`config.mk`:
```
export PLATFORM = sky130hd
export DESIGN_NAME = ctt_top
export DESIGN_NICKNAME = d
export VERILOG_FILES = /design/src/pkg/ctt_pkg.sv /design/src/hdl/ctt_tick_gen.sv /design/src/hdl/ctt_top.sv
export SDC_FILE = /design/constraint.sdc
export NUM_CORES = 1
export LEC_CHECK = 0
export ABC_AREA = 1
export BUFFER_PORTS_ARGS = -buffer_cell sky130_fd_sc_hd__buf_4
export CORE_UTILIZATION = 30
export DETAILED_ROUTE_END_ITERATION = 10
export GPL_TIMING_DRIVEN = 1
export PLACE_DENSITY_LB_ADDON = 0.25
export SLEW_MARGIN = 20
export SYNTH_ARGS = -nofsm -noshare
export SYNTH_HDL_FRONTEND = slang
export SYNTH_SLANG_ARGS = --single-unit
```
`constraint.sdc`:
```
create_clock -name core_clk -period 6.12 [get_ports core_clk]
set_clock_uncertainty 0.1 [all_clocks]
set_input_delay 0.918 -clock core_clk [delete_from_list [all_inputs] [get_ports core_clk]]
set_output_delay 0.918 -clock core_clk [all_outputs]
set_load 0.01 [all_outputs]
```
`src/pkg/ctt_pkg.sv`:
```
// constants shared by the compressor run-on timer block
package ctt_pkg;
    // timeout field layout: minutes and seconds, each 0..59
    localparam int MIN_W = 6;
    localparam int SEC_W = 6;
    localparam logic [MIN_W-1:0] MAX_MIN = 6'h3B;
    localparam logic [SEC_W-1:0] MAX_SEC = 6'h3B;
    // remaining count in seconds, 59:59 is 3599
    localparam int CNT_W = 12;
    localparam logic [CNT_W-1:0] CNT_ZERO = 12'h000;
    // one-second tick from the 100 MHz core clock
    localparam int CLK_HZ = 100_000_000;
    localparam int TICK_S = 1;
    localparam int TICK_CYC = CLK_HZ * TICK_S;
    localparam int TICK_W = 27;
    localparam int CH_N = 2;
endpackage

```
`src/hdl/ctt_tick_gen.sv`:
```
// one-second tick generator for the run-on timer
`timescale 1ns/10ps
module ctt_tick_gen #(
    parameter int TICK_CYC = ctt_pkg::TICK_CYC
) (
    input wire logic core_clk,
    input wire logic rst_n,
    output logic tick
);
    import ctt_pkg::*;

    logic [TICK_W-1:0] div_ff;
    logic tick_ff;

    // free-running divider, one pulse per period
    always_ff @(posedge core_clk or negedge rst_n) begin
        if (!rst_n) begin
            div_ff <= '0;
            tick_ff <= 1'b0;
        end else if (div_ff == TICK_W'(TICK_CYC - 1)) begin
            div_ff <= '0;
            tick_ff <= 1'b1;
        end else begin
            div_ff <= div_ff + TICK_W'(1);
            tick_ff <= 1'b0;
        end
    end

    assign tick = tick_ff;
endmodule

```
`src/hdl/ctt_top.sv`:
```
// compressor run-on timer and combined alarm output
`timescale 1ns/10ps
module ctt_top #(
    parameter int TICK_CYC = ctt_pkg::TICK_CYC
) (
    input wire logic core_clk,
    input wire logic rst_n,
    input wire logic [ctt_pkg::MIN_W-1:0] ch1_timeout_min,
    input wire logic [ctt_pkg::SEC_W-1:0] ch1_timeout_sec,
    input wire logic [ctt_pkg::MIN_W-1:0] ch2_timeout_min,
    input wire logic [ctt_pkg::SEC_W-1:0] ch2_timeout_sec,
    input wire logic ch1_decrease,
    input wire logic ch2_decrease,
    input wire logic ch1_dev_alarm,
    input wire logic ch1_sp_alarm,
    input wire logic ch2_dev_alarm,
    input wire logic ch2_sp_alarm,
    output logic compressor_timeout_n,
    output logic alarm_out,
    output logic timer_running
);
    import ctt_pkg::*;

    logic tick;
    logic [CH_N-1:0] dec_raw;
    logic [CH_N-1:0] dec_s1_ff;
    logic [CH_N-1:0] dec_s2_ff;
    logic [CH_N-1:0] dec_d_ff;
    logic [CH_N-1:0] dec_end;
    logic [CNT_W-1:0] ch_load [CH_N];
    logic [CH_N-1:0] ch_en;
    logic [3:0] alm_s1_ff;
    logic [3:0] alm_s2_ff;
    logic [CNT_W-1:0] cnt_ff;
    logic [CNT_W-1:0] nxt_cnt;
    logic out_n_ff;
    logic alarm_ff;

    ctt_tick_gen #(
        .TICK_CYC(TICK_CYC)
    ) u_tick (
        .core_clk(core_clk),
        .rst_n(rst_n),
        .tick(tick)
    );

    assign dec_raw = {ch2_decrease, ch1_decrease};

    // decrease pulses come from the control loop pins: two-stage sync
    always_ff @(posedge core_clk or negedge rst_n) begin
        if (!rst_n) begin
            dec_s1_ff <= '0;
            dec_s2_ff <= '0;
            dec_d_ff <= '0;
        end else begin
            dec_s1_ff <= dec_raw;
            dec_s2_ff <= dec_s1_ff;
            dec_d_ff <= dec_s2_ff;
        end
    end

    // per channel: load value in seconds, clamp fields to 59
    for (genvar i = 0; i < CH_N; i++) begin : g_ch
        logic [MIN_W-1:0] m;
        logic [SEC_W-1:0] s;
        assign m = (i == 0) ? ch1_timeout_min : ch2_timeout_min;
        assign s = (i == 0) ? ch1_timeout_sec : ch2_timeout_sec;
        assign ch_load[i] = CNT_W'((m > MAX_MIN ? MAX_MIN : m) * 60)
            + CNT_W'(s > MAX_SEC ? MAX_SEC : s);
        // zero timeout drops the channel out of the shared timer
        assign ch_en[i] = (ch_load[i] != CNT_ZERO);
        // falling edge marks the end of a decrease pulse
        assign dec_end[i] = dec_d_ff[i] & ~dec_s2_ff[i] & ch_en[i];
    end

    // reload wins over tick; channel two wins a same-cycle tie
    always_comb begin
        nxt_cnt = cnt_ff;
        if (dec_end[1]) begin
            nxt_cnt = ch_load[1];
        end else if (dec_end[0]) begin
            nxt_cnt = ch_load[0];
        end else if (tick && cnt_ff != CNT_ZERO) begin
            nxt_cnt = cnt_ff - CNT_W'(1);
        end
    end

    // countdown state, idle at reset so the output starts released
    always_ff @(posedge core_clk or negedge rst_n) begin
        if (!rst_n) begin
            cnt_ff <= CNT_ZERO;
        end else begin
            cnt_ff <= nxt_cnt;
        end
    end

    // output low while count is nonzero, high once it runs out
    always_ff @(posedge core_clk or negedge rst_n) begin
        if (!rst_n) begin
            out_n_ff <= 1'b1;
        end else begin
            out_n_ff <= (nxt_cnt == CNT_ZERO);
        end
    end

    // alarm inputs are asynchronous status lines: sync then merge
    always_ff @(posedge core_clk or negedge rst_n) begin
        if (!rst_n) begin
            alm_s1_ff <= '0;
            alm_s2_ff <= '0;
            alarm_ff <= 1'b0;
        end else begin
            alm_s1_ff <= {ch2_sp_alarm, ch2_dev_alarm,
                ch1_sp_alarm, ch1_dev_alarm};
            alm_s2_ff <= alm_s1_ff;
            alarm_ff <= |alm_s2_ff;
        end
    end

    assign compressor_timeout_n = out_n_ff;
    assign alarm_out = alarm_ff;
    assign timer_running = ~out_n_ff; // inverse of the timeout output
endmodule

```
==> reports/qor.yml, run 1 <==
status: "finished clean"
die_h_um: 128
grt_use_total_pct: 12.6
r2r_end: "u_tick.div_ff[26]"
grt_pass1_wl_um: 17100
cts_tree: "built"
antenna_found_initial: 0
diodes: 0
vias: 4016
p_int_mw: 0.797
coreArea_um2: 15400
routedWlPerCell_um: 10.4
min_period_ns: 5.44
post_cts.repair.setup_buffers: 0
required_ns: 6.26
clock-sinks: 56
portBuffers: 34
r2r_cells: 18
yosys.cell_types.count: 35
p_leak_nw: 2.85
crit_fanout: 20
htreeDepth: 2
wl_um: 9520
path_class: "input pin to flip-flop"
cts.path.max_buffers: 2
tightest_slew_ns: 0.780
dr.pass1.iters: 4
cts_resized: 0
power_frac_seq_pct: 31.2
powerDensity_nw_per_um2: 250
synthToLayoutAreaGrowth_pct: 12.7
detail-route-antenna-nets: 0
grt_max_degree: 57
dpl.hpwl_um: 7910
synth_nets: 761
finalCritPeriodShare_pct: 88.8
start_util_pct: 31.1
slowest_stage: "fa_1"
min_path_cells: 0
yosysWarnings: 0
min_to: "dec_s2_ff[1]"
num_rows: 45
die_w_um: 128
vdd_drop_max_uv: 90.0
cpMostUsedCell: "nand2_1"
p_switching_mw: 0.555
rsz0062_at_grt: "false"
drive_above_1_share_pct: 8.91
final.fill_count: 1674
gp_congestion: 0.797
setup-tns-final_ns: 0
drv_cap: 0
clockPowerShare_pct: 21.6
nNetsFinal: 790
grt_pass1_vias: 3924
endpoint_kind: "flip-flop"
crit_path_max_incr_delay_ns: 0.55
worstSkewPairLatency_ns: 0.30
die_area_um2: 16500
hold_viol: 0
setup_viol: 0
start_kind: "input pin"
worstHoldStart: "dec_s1_ff[1]"
ys_seq_area_share_pct: 29.2
clkSlewWorstSetupHoldPaths_ns: 0.07
cts_hold_buf: 0
whs_ns: 0.251
syn_area_um2: 4800
hold_path.class: "flip-flop to flip-flop"
gr-total-overflow: 0
avgViaCountPerCell: 4.37
pwr-share-comb_pct: 47.2
synth-seq-cells: 56
cts-buffers-inserted: 5
max_freq_ghz: 0.184
fin_area_um2: 5410
arrival_ns: 5.57
regArea_um2: 1400
io_pins: 35
cts-root-buf: "clkbuf_16"
drtIter0Drc: 146
r2r-start: "u_tick.div_ff[0]"
multiInputGateArea_um2: 2840
slew_viol_final: 0
p_sw_share_pct: 41.0
route.detailed.drc: 0
syn_area_per_cell_um2: 7.09
r2r_setup_slack_ns: 3.34
maxSlewHeadroom_pct: 47.8
placed_cell_area_um2: 5260
synthesis.instances: 677
## Yosys cell counts, drive strengths merged
cell	n	area, µm²
a21o	1	7.51
a21oi	22	114
a31oi	1	6.26
and3	1	6.26
buf	4	35.0
clkbuf	9	33.8
clkinv	1	3.75
dfrtp	55	1380
dfstp	1	26.3
fa	17	340
ha	35	438
inv	130	488
nand2	160	606
nand3	66	345
nand3b	11	82.6
nand4	11	68.8
nor2	75	297
nor3	15	75.1
nor4	6	37.5
o21a	2	15.0
o21ai	16	80.1
or2	9	56.3
or4	1	7.51
xnor2	10	87.6
xor2	18	165
## cells by family (layout without fill, tap and decap cells)
logic type	Yosys count	count (layout)	share of synthesized area (%)
xor+xnor	28	28	5.27
compound gates	42	42	4.64
fa+ha+maj	52	52	16.2
flops	56	56	29.2
buf+inv	144	174	11.7
simple gates	355	355	33.0
## worst max-delay path, delay by kind of cell
| family | cells | cell delay (ns) |
|---|---|---|
| and+or+nand+nor | 15 | 1.77 |
| xor gates and xnor gates | 1 | 0.17 |
| adders and majority gates | 5 | 2.08 |
| AOI/OAI and AO/OA | 1 | 0.25 |
| buffers and inverters | 3 | 0.35 |
## routing by layer
layer  track usage (%)  routed length (µm)  part of all wire, %
met1              17.6                5000                   53
met5                 0                   0                    0
met2              20.7                4240                   45
met4              2.28                  59                 0.62
met3              1.79                 216                  2.3
## cells in the final DEF (no fill, tap or decap), drive strengths merged, types with 2 or more instances in the layout
| cell | netlist | layout |
|---|---|---|
| nand2 | 160 | 160 |
| inv | 130 | 132 |
| nor2 | 75 | 75 |
| nand3 | 66 | 66 |
| dfrtp | 55 | 55 |
| ha | 35 | 35 |
| buf | 4 | 35 |
| a21oi | 22 | 22 |
| xor2 | 18 | 18 |
| fa | 17 | 17 |
| o21ai | 16 | 16 |
| nor3 | 15 | 15 |
| nand4 | 11 | 11 |
| nand3b | 11 | 11 |
| xnor2 | 10 | 10 |
| or2 | 9 | 9 |
| nor4 | 6 | 6 |
| clkbuf | 9 | 5 |
| o21a | 2 | 2 |
| clkinv | 1 | 2 |
## cell type report
cell class / instances / area share (%)
Clock buffer: 5 / 2.31
Sequential cell: 56 / 25.9
Multi-Input combinational cell: 477 / 52.4
Tap cell: 211 / 4.88
Timing Repair Buffer: 35 / 4.86
Clock inverter: 3 / 0.486
Inverter: 131 / 9.09
## how the worst max path moves through the flow
stage                       startpoint              endpoint  slack (ns)
floorplan           ch1_timeout_min[4]  compressor_timeout_n        1.13
global placement    ch2_timeout_min[4]  compressor_timeout_n        0.25
detailed placement  ch2_timeout_min[4]  compressor_timeout_n        0.30
CTS                 ch2_timeout_min[4]  compressor_timeout_n        0.61
global route        ch2_timeout_min[4]  compressor_timeout_n        0.15
finish              ch2_timeout_min[4]  compressor_timeout_n        0.68
## per-stage QoR
step                setup WS, ns  cells  power, mW  util [%]
floorplan                   1.13    677      0.929         -
global placement           0.248    910       1.08      34.1
detailed placement         0.301    910       1.07      34.1
CTS                        0.612    918       1.38      35.1
global route               0.147    918       1.50      35.1
finish                     0.683    918       1.35      35.1
## state kept, by name, summed over array words and instances (netlist names)
register,count
alarm_out,1
dec_s2_ff,2
alm_s1_ff,4
compressor_timeout_n,1
cnt_ff,12
alm_s2_ff,4
u_tick.div_ff,27
dec_s1_ff,2
dec_d_ff,2
u_tick.tick,1
## power by group through the flow
stage	clock, mW	sequential (mW)	combinational, mW
finish	0.292	0.422	0.637
CTS	0.308	0.423	0.647
floorplan	0	0.425	0.504
detailed placement	0	0.430	0.643
global route	0.319	0.427	0.751
global placement	0	0.430	0.646
Power figures use the tool's default switching activity.
==> run 2: changes to the inputs <==
--- a/config.mk
+++ b/config.mk
@@ -7,7 +7,7 @@
 export LEC_CHECK = 0
 export ABC_AREA = 1
 export BUFFER_PORTS_ARGS = -buffer_cell sky130_fd_sc_hd__buf_4
-export CORE_UTILIZATION = 30
+export CORE_UTILIZATION = 51
 export DETAILED_ROUTE_END_ITERATION = 10
 export GPL_TIMING_DRIVEN = 1
 export PLACE_DENSITY_LB_ADDON = 0.25
==> run 2 against run 1 <==
Via count grew 2.4%. Register-to-register slack gained 0.06 ns. Design area shrank 2.9%. Non-clock buffer count shrank 1.
==> reports/qor.yml, run 2 (synthesis results as in run 1) <==
htreeDepth: 2  # unchanged
die_w_um: 99.0  # was 128 µm
slew_viol_final: 0  # unchanged
p_int_mw: 0.787  # was 0.797 mW
path_class: "input pin to flip-flop"  # unchanged
drtIter0Drc: 154  # was 146
grt_max_degree: 57  # unchanged
coreArea_um2: 9200  # was 15400 µm²
crit_fanout: 20  # unchanged
p_switching_mw: 0.532  # was 0.555 mW
r2r_cells: 18  # unchanged
dr.pass1.iters: 4  # unchanged
avgViaCountPerCell: 5.03  # was 4.37
powerDensity_nw_per_um2: 251  # was 250 nW/µm²
setup_slack_ns: 0.717  # was 0.683 ns
clock-sinks: 56  # unchanged
hold_viol: 0  # unchanged
endpoint_kind: "flip-flop"  # unchanged
required_ns: 6.27  # was 6.26 ns
synthToLayoutAreaGrowth_pct: 9.41  # was 12.7%
rsz0062_at_grt: "false"  # unchanged
largest_reg_flops: 27  # unchanged
gr-total-overflow: 0  # unchanged
wl_um: 9210  # was 9520 µm
start_util_pct: 52.2  # was 31.1%
arrival_ns: 5.55  # was 5.57 ns
die_area_um2: 9800  # was 16500 µm²
diodes: 0  # unchanged
pwr-share-comb_pct: 48.3  # was 47.2%
cts_tree: "built"  # unchanged
antenna_found_initial: 0  # unchanged
start_kind: "input pin"  # unchanged
cts-buffers-inserted: 5  # unchanged
grt_pass1_wl_um: 16800  # was 17100 µm
hold_path.class: "flip-flop to flip-flop"  # unchanged
pre_cts_slack_ns: 0.364  # was 0.301 ns
cts_hold_buf: 0  # unchanged
p_sw_share_pct: 40.4  # was 41.0%
vias: 4111  # was 4016
portBuffers: 34  # unchanged
final_util_pct: 57.1  # was 35.1%
power_frac_seq_pct: 32.1  # was 31.2%
routedWlPerCell_um: 11.3  # was 10.4 µm
nNetsFinal: 789  # was 790
io_pins: 35  # unchanged
finalNonFillerCells: 817  # was 918
final_cell_mix: "nand2_1, inv_1, nor2_1, nand3_1, dfrtp_1"  # unchanged
drive_above_1_share_pct: 8.78  # was 8.91%
p_leak_nw: 2.83  # was 2.85 nW
setup-tns-final_ns: 0  # unchanged
final.fill_count: 891  # was 1674
route.detailed.drc: 0  # unchanged
num_rows: 35  # was 45
cts_resized: 0  # unchanged
reg_top3: "u_tick.div_ff (27), cnt_ff (12)"  # unchanged
top_register: "u_tick.div_ff"  # unchanged
maxSlewHeadroom_pct: 48.3  # was 47.8%
r2r_setup_slack_ns: 3.40  # was 3.34 ns
worstSkewPairLatency_ns: 0.30  # about the same
placed_cell_area_um2: 5120  # was 5260 µm²
min_period_ns: 5.40  # was 5.44 ns
gp_congestion: 0.846  # was 0.797
cts-root-buf: "clkbuf_8"  # was clkbuf_16
detail-route-antenna-nets: 0  # unchanged
min_path_cells: 0  # unchanged
clkSlewWorstSetupHoldPaths_ns: 0.09  # was 0.07 ns
finalCritPeriodShare_pct: 88.3  # was 88.8%
grt_use_total_pct: 20.9  # was 12.6%
place_inst: 809  # was 910
final_common_cell: "nand2_1"  # unchanged
post_cts.repair.setup_buffers: 0  # unchanged
clockPowerShare_pct: 19.6  # was 21.6%
dpl.hpwl_um: 7550  # was 7910 µm
drv_cap: 0  # unchanged
tightest_slew_ns: 0.773  # was 0.780 ns
max_freq_ghz: 0.185  # was 0.184 GHz
vdd_drop_max_uv: 105  # was 90.0 µV
fin_area_um2: 5250  # was 5410 µm²
grt_pass1_vias: 4060  # was 3924
setup_viol: 0  # unchanged
cts.path.max_buffers: 2  # unchanged
die_h_um: 99.0  # was 128 µm
status: "finished clean"  # unchanged
[run 2: path summary, 6_finish.rpt]
check | start | endpoint
setup reg to reg | u_tick.div_ff[0] | u_tick.div_ff[26]
hold reg to reg | alm_s1_ff[0] | alm_s2_ff[0]
min in group asynchronous | rst_n | alm_s2_ff[2]
max in group asynchronous | rst_n | u_tick.div_ff[12]
setup / recovery | ch2_timeout_min[4] | compressor_timeout_n
hold / removal | alm_s1_ff[0] | alm_s2_ff[0]
[run 2: per-stage QoR]
step	power [mW]	hold slack [ns]
2_1_floorplan	0.929	0.231
3_3_place_gp	1.05	0.237
3_5_place_dp	1.07	0.235
4_1_cts	1.33	0.257
5_1_grt	1.46	0.274
6_report	1.32	0.254
[run 2: worst max-delay path: stages]
cell and delay [ns]:
buf_4 0.11, ha_1 0.23, nand3_1 0.18, nand2_1 0.21
fa_1 0.55, fa_1 0.49, inv_1 0.06, fa_1 0.45
ha_1 0.36, nand2_1 0.06, o21ai_0 0.26, nand2_1 0.12
nor2_1 0.11, nand2_1 0.07, nor2_2 0.09, xnor2_1 0.10
nand3_1 0.09, nand2_1 0.31, or2_0 0.33, nand2_1 0.12
nand2_1 0.06, nor2_1 0.10, nand2_1 0.07, nor2_2 0.08
[run 2: power by group through the flow]
stage               clock (mW)  combinational (mW)  sequential [mW]
global placement             0               0.624            0.429
CTS                      0.268               0.641            0.423
floorplan                    0               0.504            0.425
global route             0.283               0.746            0.429
detailed placement           0               0.635            0.430
finish                   0.259               0.637            0.423
[run 2: routing by layer]
metal | global-route usage, % | part of all wire, %
met5 | 0 | 0
met2 | 37.4 | 48
met3 | 3.12 | 2.4
met4 | 4.02 | 0.80
met1 | 26.9 | 49
[run 2: final cells by class]
class                      count  area (µm²)  area share (%)
tap                          111         139            2.65
inverter                     131         492            9.37
multi-input combinational    477        2840            54.0
clock inverter                 1        30.0           0.572
clock buffer                   7        96.3            1.84
sequential                    56        1400            26.7
timing repair buffer          34         255            4.86
==> run 3: changes to the inputs <==
--- a/config.mk
+++ b/config.mk
@@ -7,10 +7,13 @@
 export LEC_CHECK = 0
 export ABC_AREA = 1
 export BUFFER_PORTS_ARGS = -buffer_cell sky130_fd_sc_hd__buf_4
-export CORE_UTILIZATION = 51
+export CELL_PAD_IN_SITES_DETAIL_PLACEMENT = 0
+export CELL_PAD_IN_SITES_GLOBAL_PLACEMENT = 2
+export CORE_UTILIZATION = 38
 export DETAILED_ROUTE_END_ITERATION = 10
 export GPL_TIMING_DRIVEN = 1
 export PLACE_DENSITY_LB_ADDON = 0.25
+export SKIP_LAST_GASP = 1
 export SLEW_MARGIN = 20
 export SYNTH_ARGS = -nofsm -noshare
 export SYNTH_HDL_FRONTEND = slang
==> run 3 against run 2 <==
Global-route usage decreased by 3.9 points. Clock-buffer cell count shrank 1. First-iteration DRC count fell by 12%. Routed wire length increased by 8.9%. Worst setup slack got worse by 0.11 ns. Sequential cell count did not move. Non-clock buffer count up 1. Total power grew 2.7%. Worst hold slack worse by 0.0065 ns. Register-to-register slack lost 0.07 ns.
==> reports/qor.yml, run 3 (synthesis results as in run 1) <==
cts_tree: "built"  # unchanged
finalPower_mw: 1.36  # was 1.32 mW
path_class: "input pin to flip-flop"  # unchanged
gp_congestion: 0.802  # was 0.846
cts.path.max_buffers: 2  # unchanged
grt_max_degree: 57  # unchanged
grt_use_met1_pct: 22.8  # was 26.9%
portBuffers: 34  # unchanged
powerDensity_nw_per_um2: 253  # was 251 nW/µm²
diodes: 0  # unchanged
endpoint_kind: "flip-flop"  # unchanged
top_register: "u_tick.div_ff"  # unchanged
hold_path.class: "flip-flop to flip-flop"  # unchanged
drv_cap: 0  # unchanged
required_ns: 6.25  # was 6.27 ns
grt_most_used_layer: "met2"  # unchanged
drtIter0Drc: 136  # was 154
clock-sinks: 56  # unchanged
cp_num_buf_inv: 2  # unchanged
maxSlewHeadroom_pct: 47.5  # was 48.3%
slowest_stage: "fa_1"  # unchanged
start_kind: "input pin"  # unchanged
status: "finished clean"  # unchanged
nNetsFinal: 790  # was 789
final_cell_mix: "nand2_1, inv_1, nor2_1, nand3_1, dfrtp_1"  # unchanged
dr.pass1.iters: 4  # unchanged
setup-tns-final_ns: 0  # unchanged
crit_chain: "buf_4 > ha_1 > nand3_1 > nand2_1 > fa_1 > fa_1 > inv_1 > fa_1 > ha_1 > nand2_1 > o21ai_0 > nand2_1 > nor2_1 > nand2_1 > nor2_2 > xnor2_1 > nand3_1 > nand2_1 > nand3_1 > nand2_1 > nand2_1 > nor2_1 > nand2_1 > nor2_2"  # was buf_4 > ha_1 > nand3_1 > nand2_1 > fa_1 > fa_1 > inv_1 > fa_1 > ha_1 > nand2_1 > o21ai_0 > nand2_1 > nor2_1 > nand2_1 > nor2_2 > xnor2_1 > nand3_1 > nand2_1 > or2_0 > nand2_1 > nand2_1 > nor2_1 > nand2_1 > nor2_2
grt_pass1_wl_um: 18100  # was 16800 µm
cp_top_family: "adder cells"  # unchanged
hold_viol: 0  # unchanged
gr-usage-met2_pct: 29.3  # was 37.4%
clkSlewWorstSetupHoldPaths_ns: 0.07  # was 0.09 ns
cts_resized: 0  # unchanged
wl_um: 10000  # was 9210 µm
grt_pass1_vias: 4102  # was 4060
num_rows: 40  # was 35
worstSkewPairLatency_ns: 0.30  # about the same
cts-buffers-inserted: 5  # unchanged
antenna_found_initial: 0  # unchanged
route.detailed.drc: 0  # unchanged
final_common_cell: "nand2_1"  # unchanged
detail-route-antenna-nets: 0  # unchanged
tightest_slew_ns: 0.784  # was 0.773 ns
final.fill_count: 1303  # was 891
crit_path_max_incr_delay_ns: 0.55  # about the same
cts_hold_buf: 0  # unchanged
grt_use_total_pct: 17.1  # was 20.9%
max_freq_ghz: 0.181  # was 0.185 GHz
min_period_ns: 5.51  # was 5.40 ns
coreArea_um2: 12200  # was 9200 µm²
post_cts.repair.setup_buffers: 0  # unchanged
finalCritPeriodShare_pct: 90.0  # was 88.3%
start_util_pct: 39.5  # was 52.2%
io_pins: 35  # unchanged
p_leak_nw: 2.85  # was 2.83 nW
setup_viol: 0  # unchanged
rsz0062_at_grt: "false"  # unchanged
final_util_pct: 44.0  # was 57.1%
htreeDepth: 2  # unchanged
avgViaCountPerCell: 4.65  # was 5.03
slew_viol_final: 0  # unchanged
grtUsageMet3_pct: 2.59  # was 3.12%
die_w_um: 114  # was 99.0 µm
cpMostUsedCell: "nand2_1"  # unchanged
vdd_drop_max_uv: 102  # was 105 µV
drive_above_1_share_pct: 8.91  # was 8.78%
die_area_um2: 13100  # was 9800 µm²
arrival_ns: 5.64  # was 5.55 ns
die_h_um: 114  # was 99.0 µm
crit_fanout: 20  # unchanged
cts-root-buf: "clkbuf_16"  # was clkbuf_8
reg_top3: "u_tick.div_ff (27), cnt_ff (12)"  # unchanged
largest_reg_flops: 27  # unchanged
synthToLayoutAreaGrowth_pct: 11.5  # was 9.41%
dpl.hpwl_um: 8320  # was 7550 µm
routedWlPerCell_um: 11.5  # was 11.3 µm
gr-total-overflow: 0  # unchanged
vias: 4073  # was 4111
==> run 3: cell count changes in the layout (fill, tap and decap cells not counted) <==
cell / change
clkinv_2: +2
buf_4: +1
clkbuf_8: -6
clkbuf_16: +5
bufinv_16: -1
==> run 3: area by class of cell <==
class                      count  area, µm²  area share, %
timing repair buffer          35        263           4.91
sequential                    56       1400           26.2
clock buffer                   6        139           2.60
clock inverter                 2       10.0          0.187
inverter                     131        492           9.19
multi-input combinational    477       2840           53.0
tap                          168        210           3.93
==> run 3: metal layers <==
metal	up-vias	routed length [µm]
met4	0	85
met5	-	0
met2	32	4600
met1	1869	5120
li1	2163	-
met3	9	224
==> run 3: worst register-to-register path: stages, from the launching register on <==
cell,delay (ns)
dfrtp_1,0.37
ha_1,0.19
nand3_1,0.12
nor2_2,0.16
nand3_2,0.17
nor2_2,0.16
inv_1,0.07
nor2_1,0.18
nand4_1,0.14
nor2_1,0.12
nand2_1,0.08
nor2_1,0.16
inv_1,0.06
nor2_1,0.17
inv_2,0.09
nor2_2,0.14
nand3_1,0.08
nand2_1,0.06
nor2_1,0.05
==> run 3: final timing paths <==
check | start | end | slack (ns) | cells past startpoint
min in group asynchronous | rst_n | u_tick.div_ff[4] | 0.57 | 1
min reg2reg | dec_s1_ff[1] | dec_s2_ff[1] | 0.25 | 0
max | ch2_timeout_min[4] | compressor_timeout_n | 0.61 | 24
max reg2reg | u_tick.div_ff[0] | u_tick.div_ff[26] | 3.33 | 18
min | dec_s1_ff[1] | dec_s2_ff[1] | 0.25 | 0
max in group asynchronous | rst_n | dec_s2_ff[1] | 4.88 | 1
==> run 3: through the flow <==
stage,instance area (µm²),worst slack [ns],hold WS (ns),cells
after global placement,5200,0.190,0.234,867
after floorplan,4800,1.13,0.231,677
after global routing,5350,0.0435,0.260,875
final,5350,0.610,0.248,875
after detailed placement,5200,0.226,0.236,867
after CTS,5350,0.530,0.252,875
==> run 3: power by group <==
part	internal, mW	total [mW]	switching [mW]
clock network	0.162	0.290	0.128
logic	0.242	0.642	0.400
registers	0.401	0.424	0.0227
total	0.804	1.36	0.551
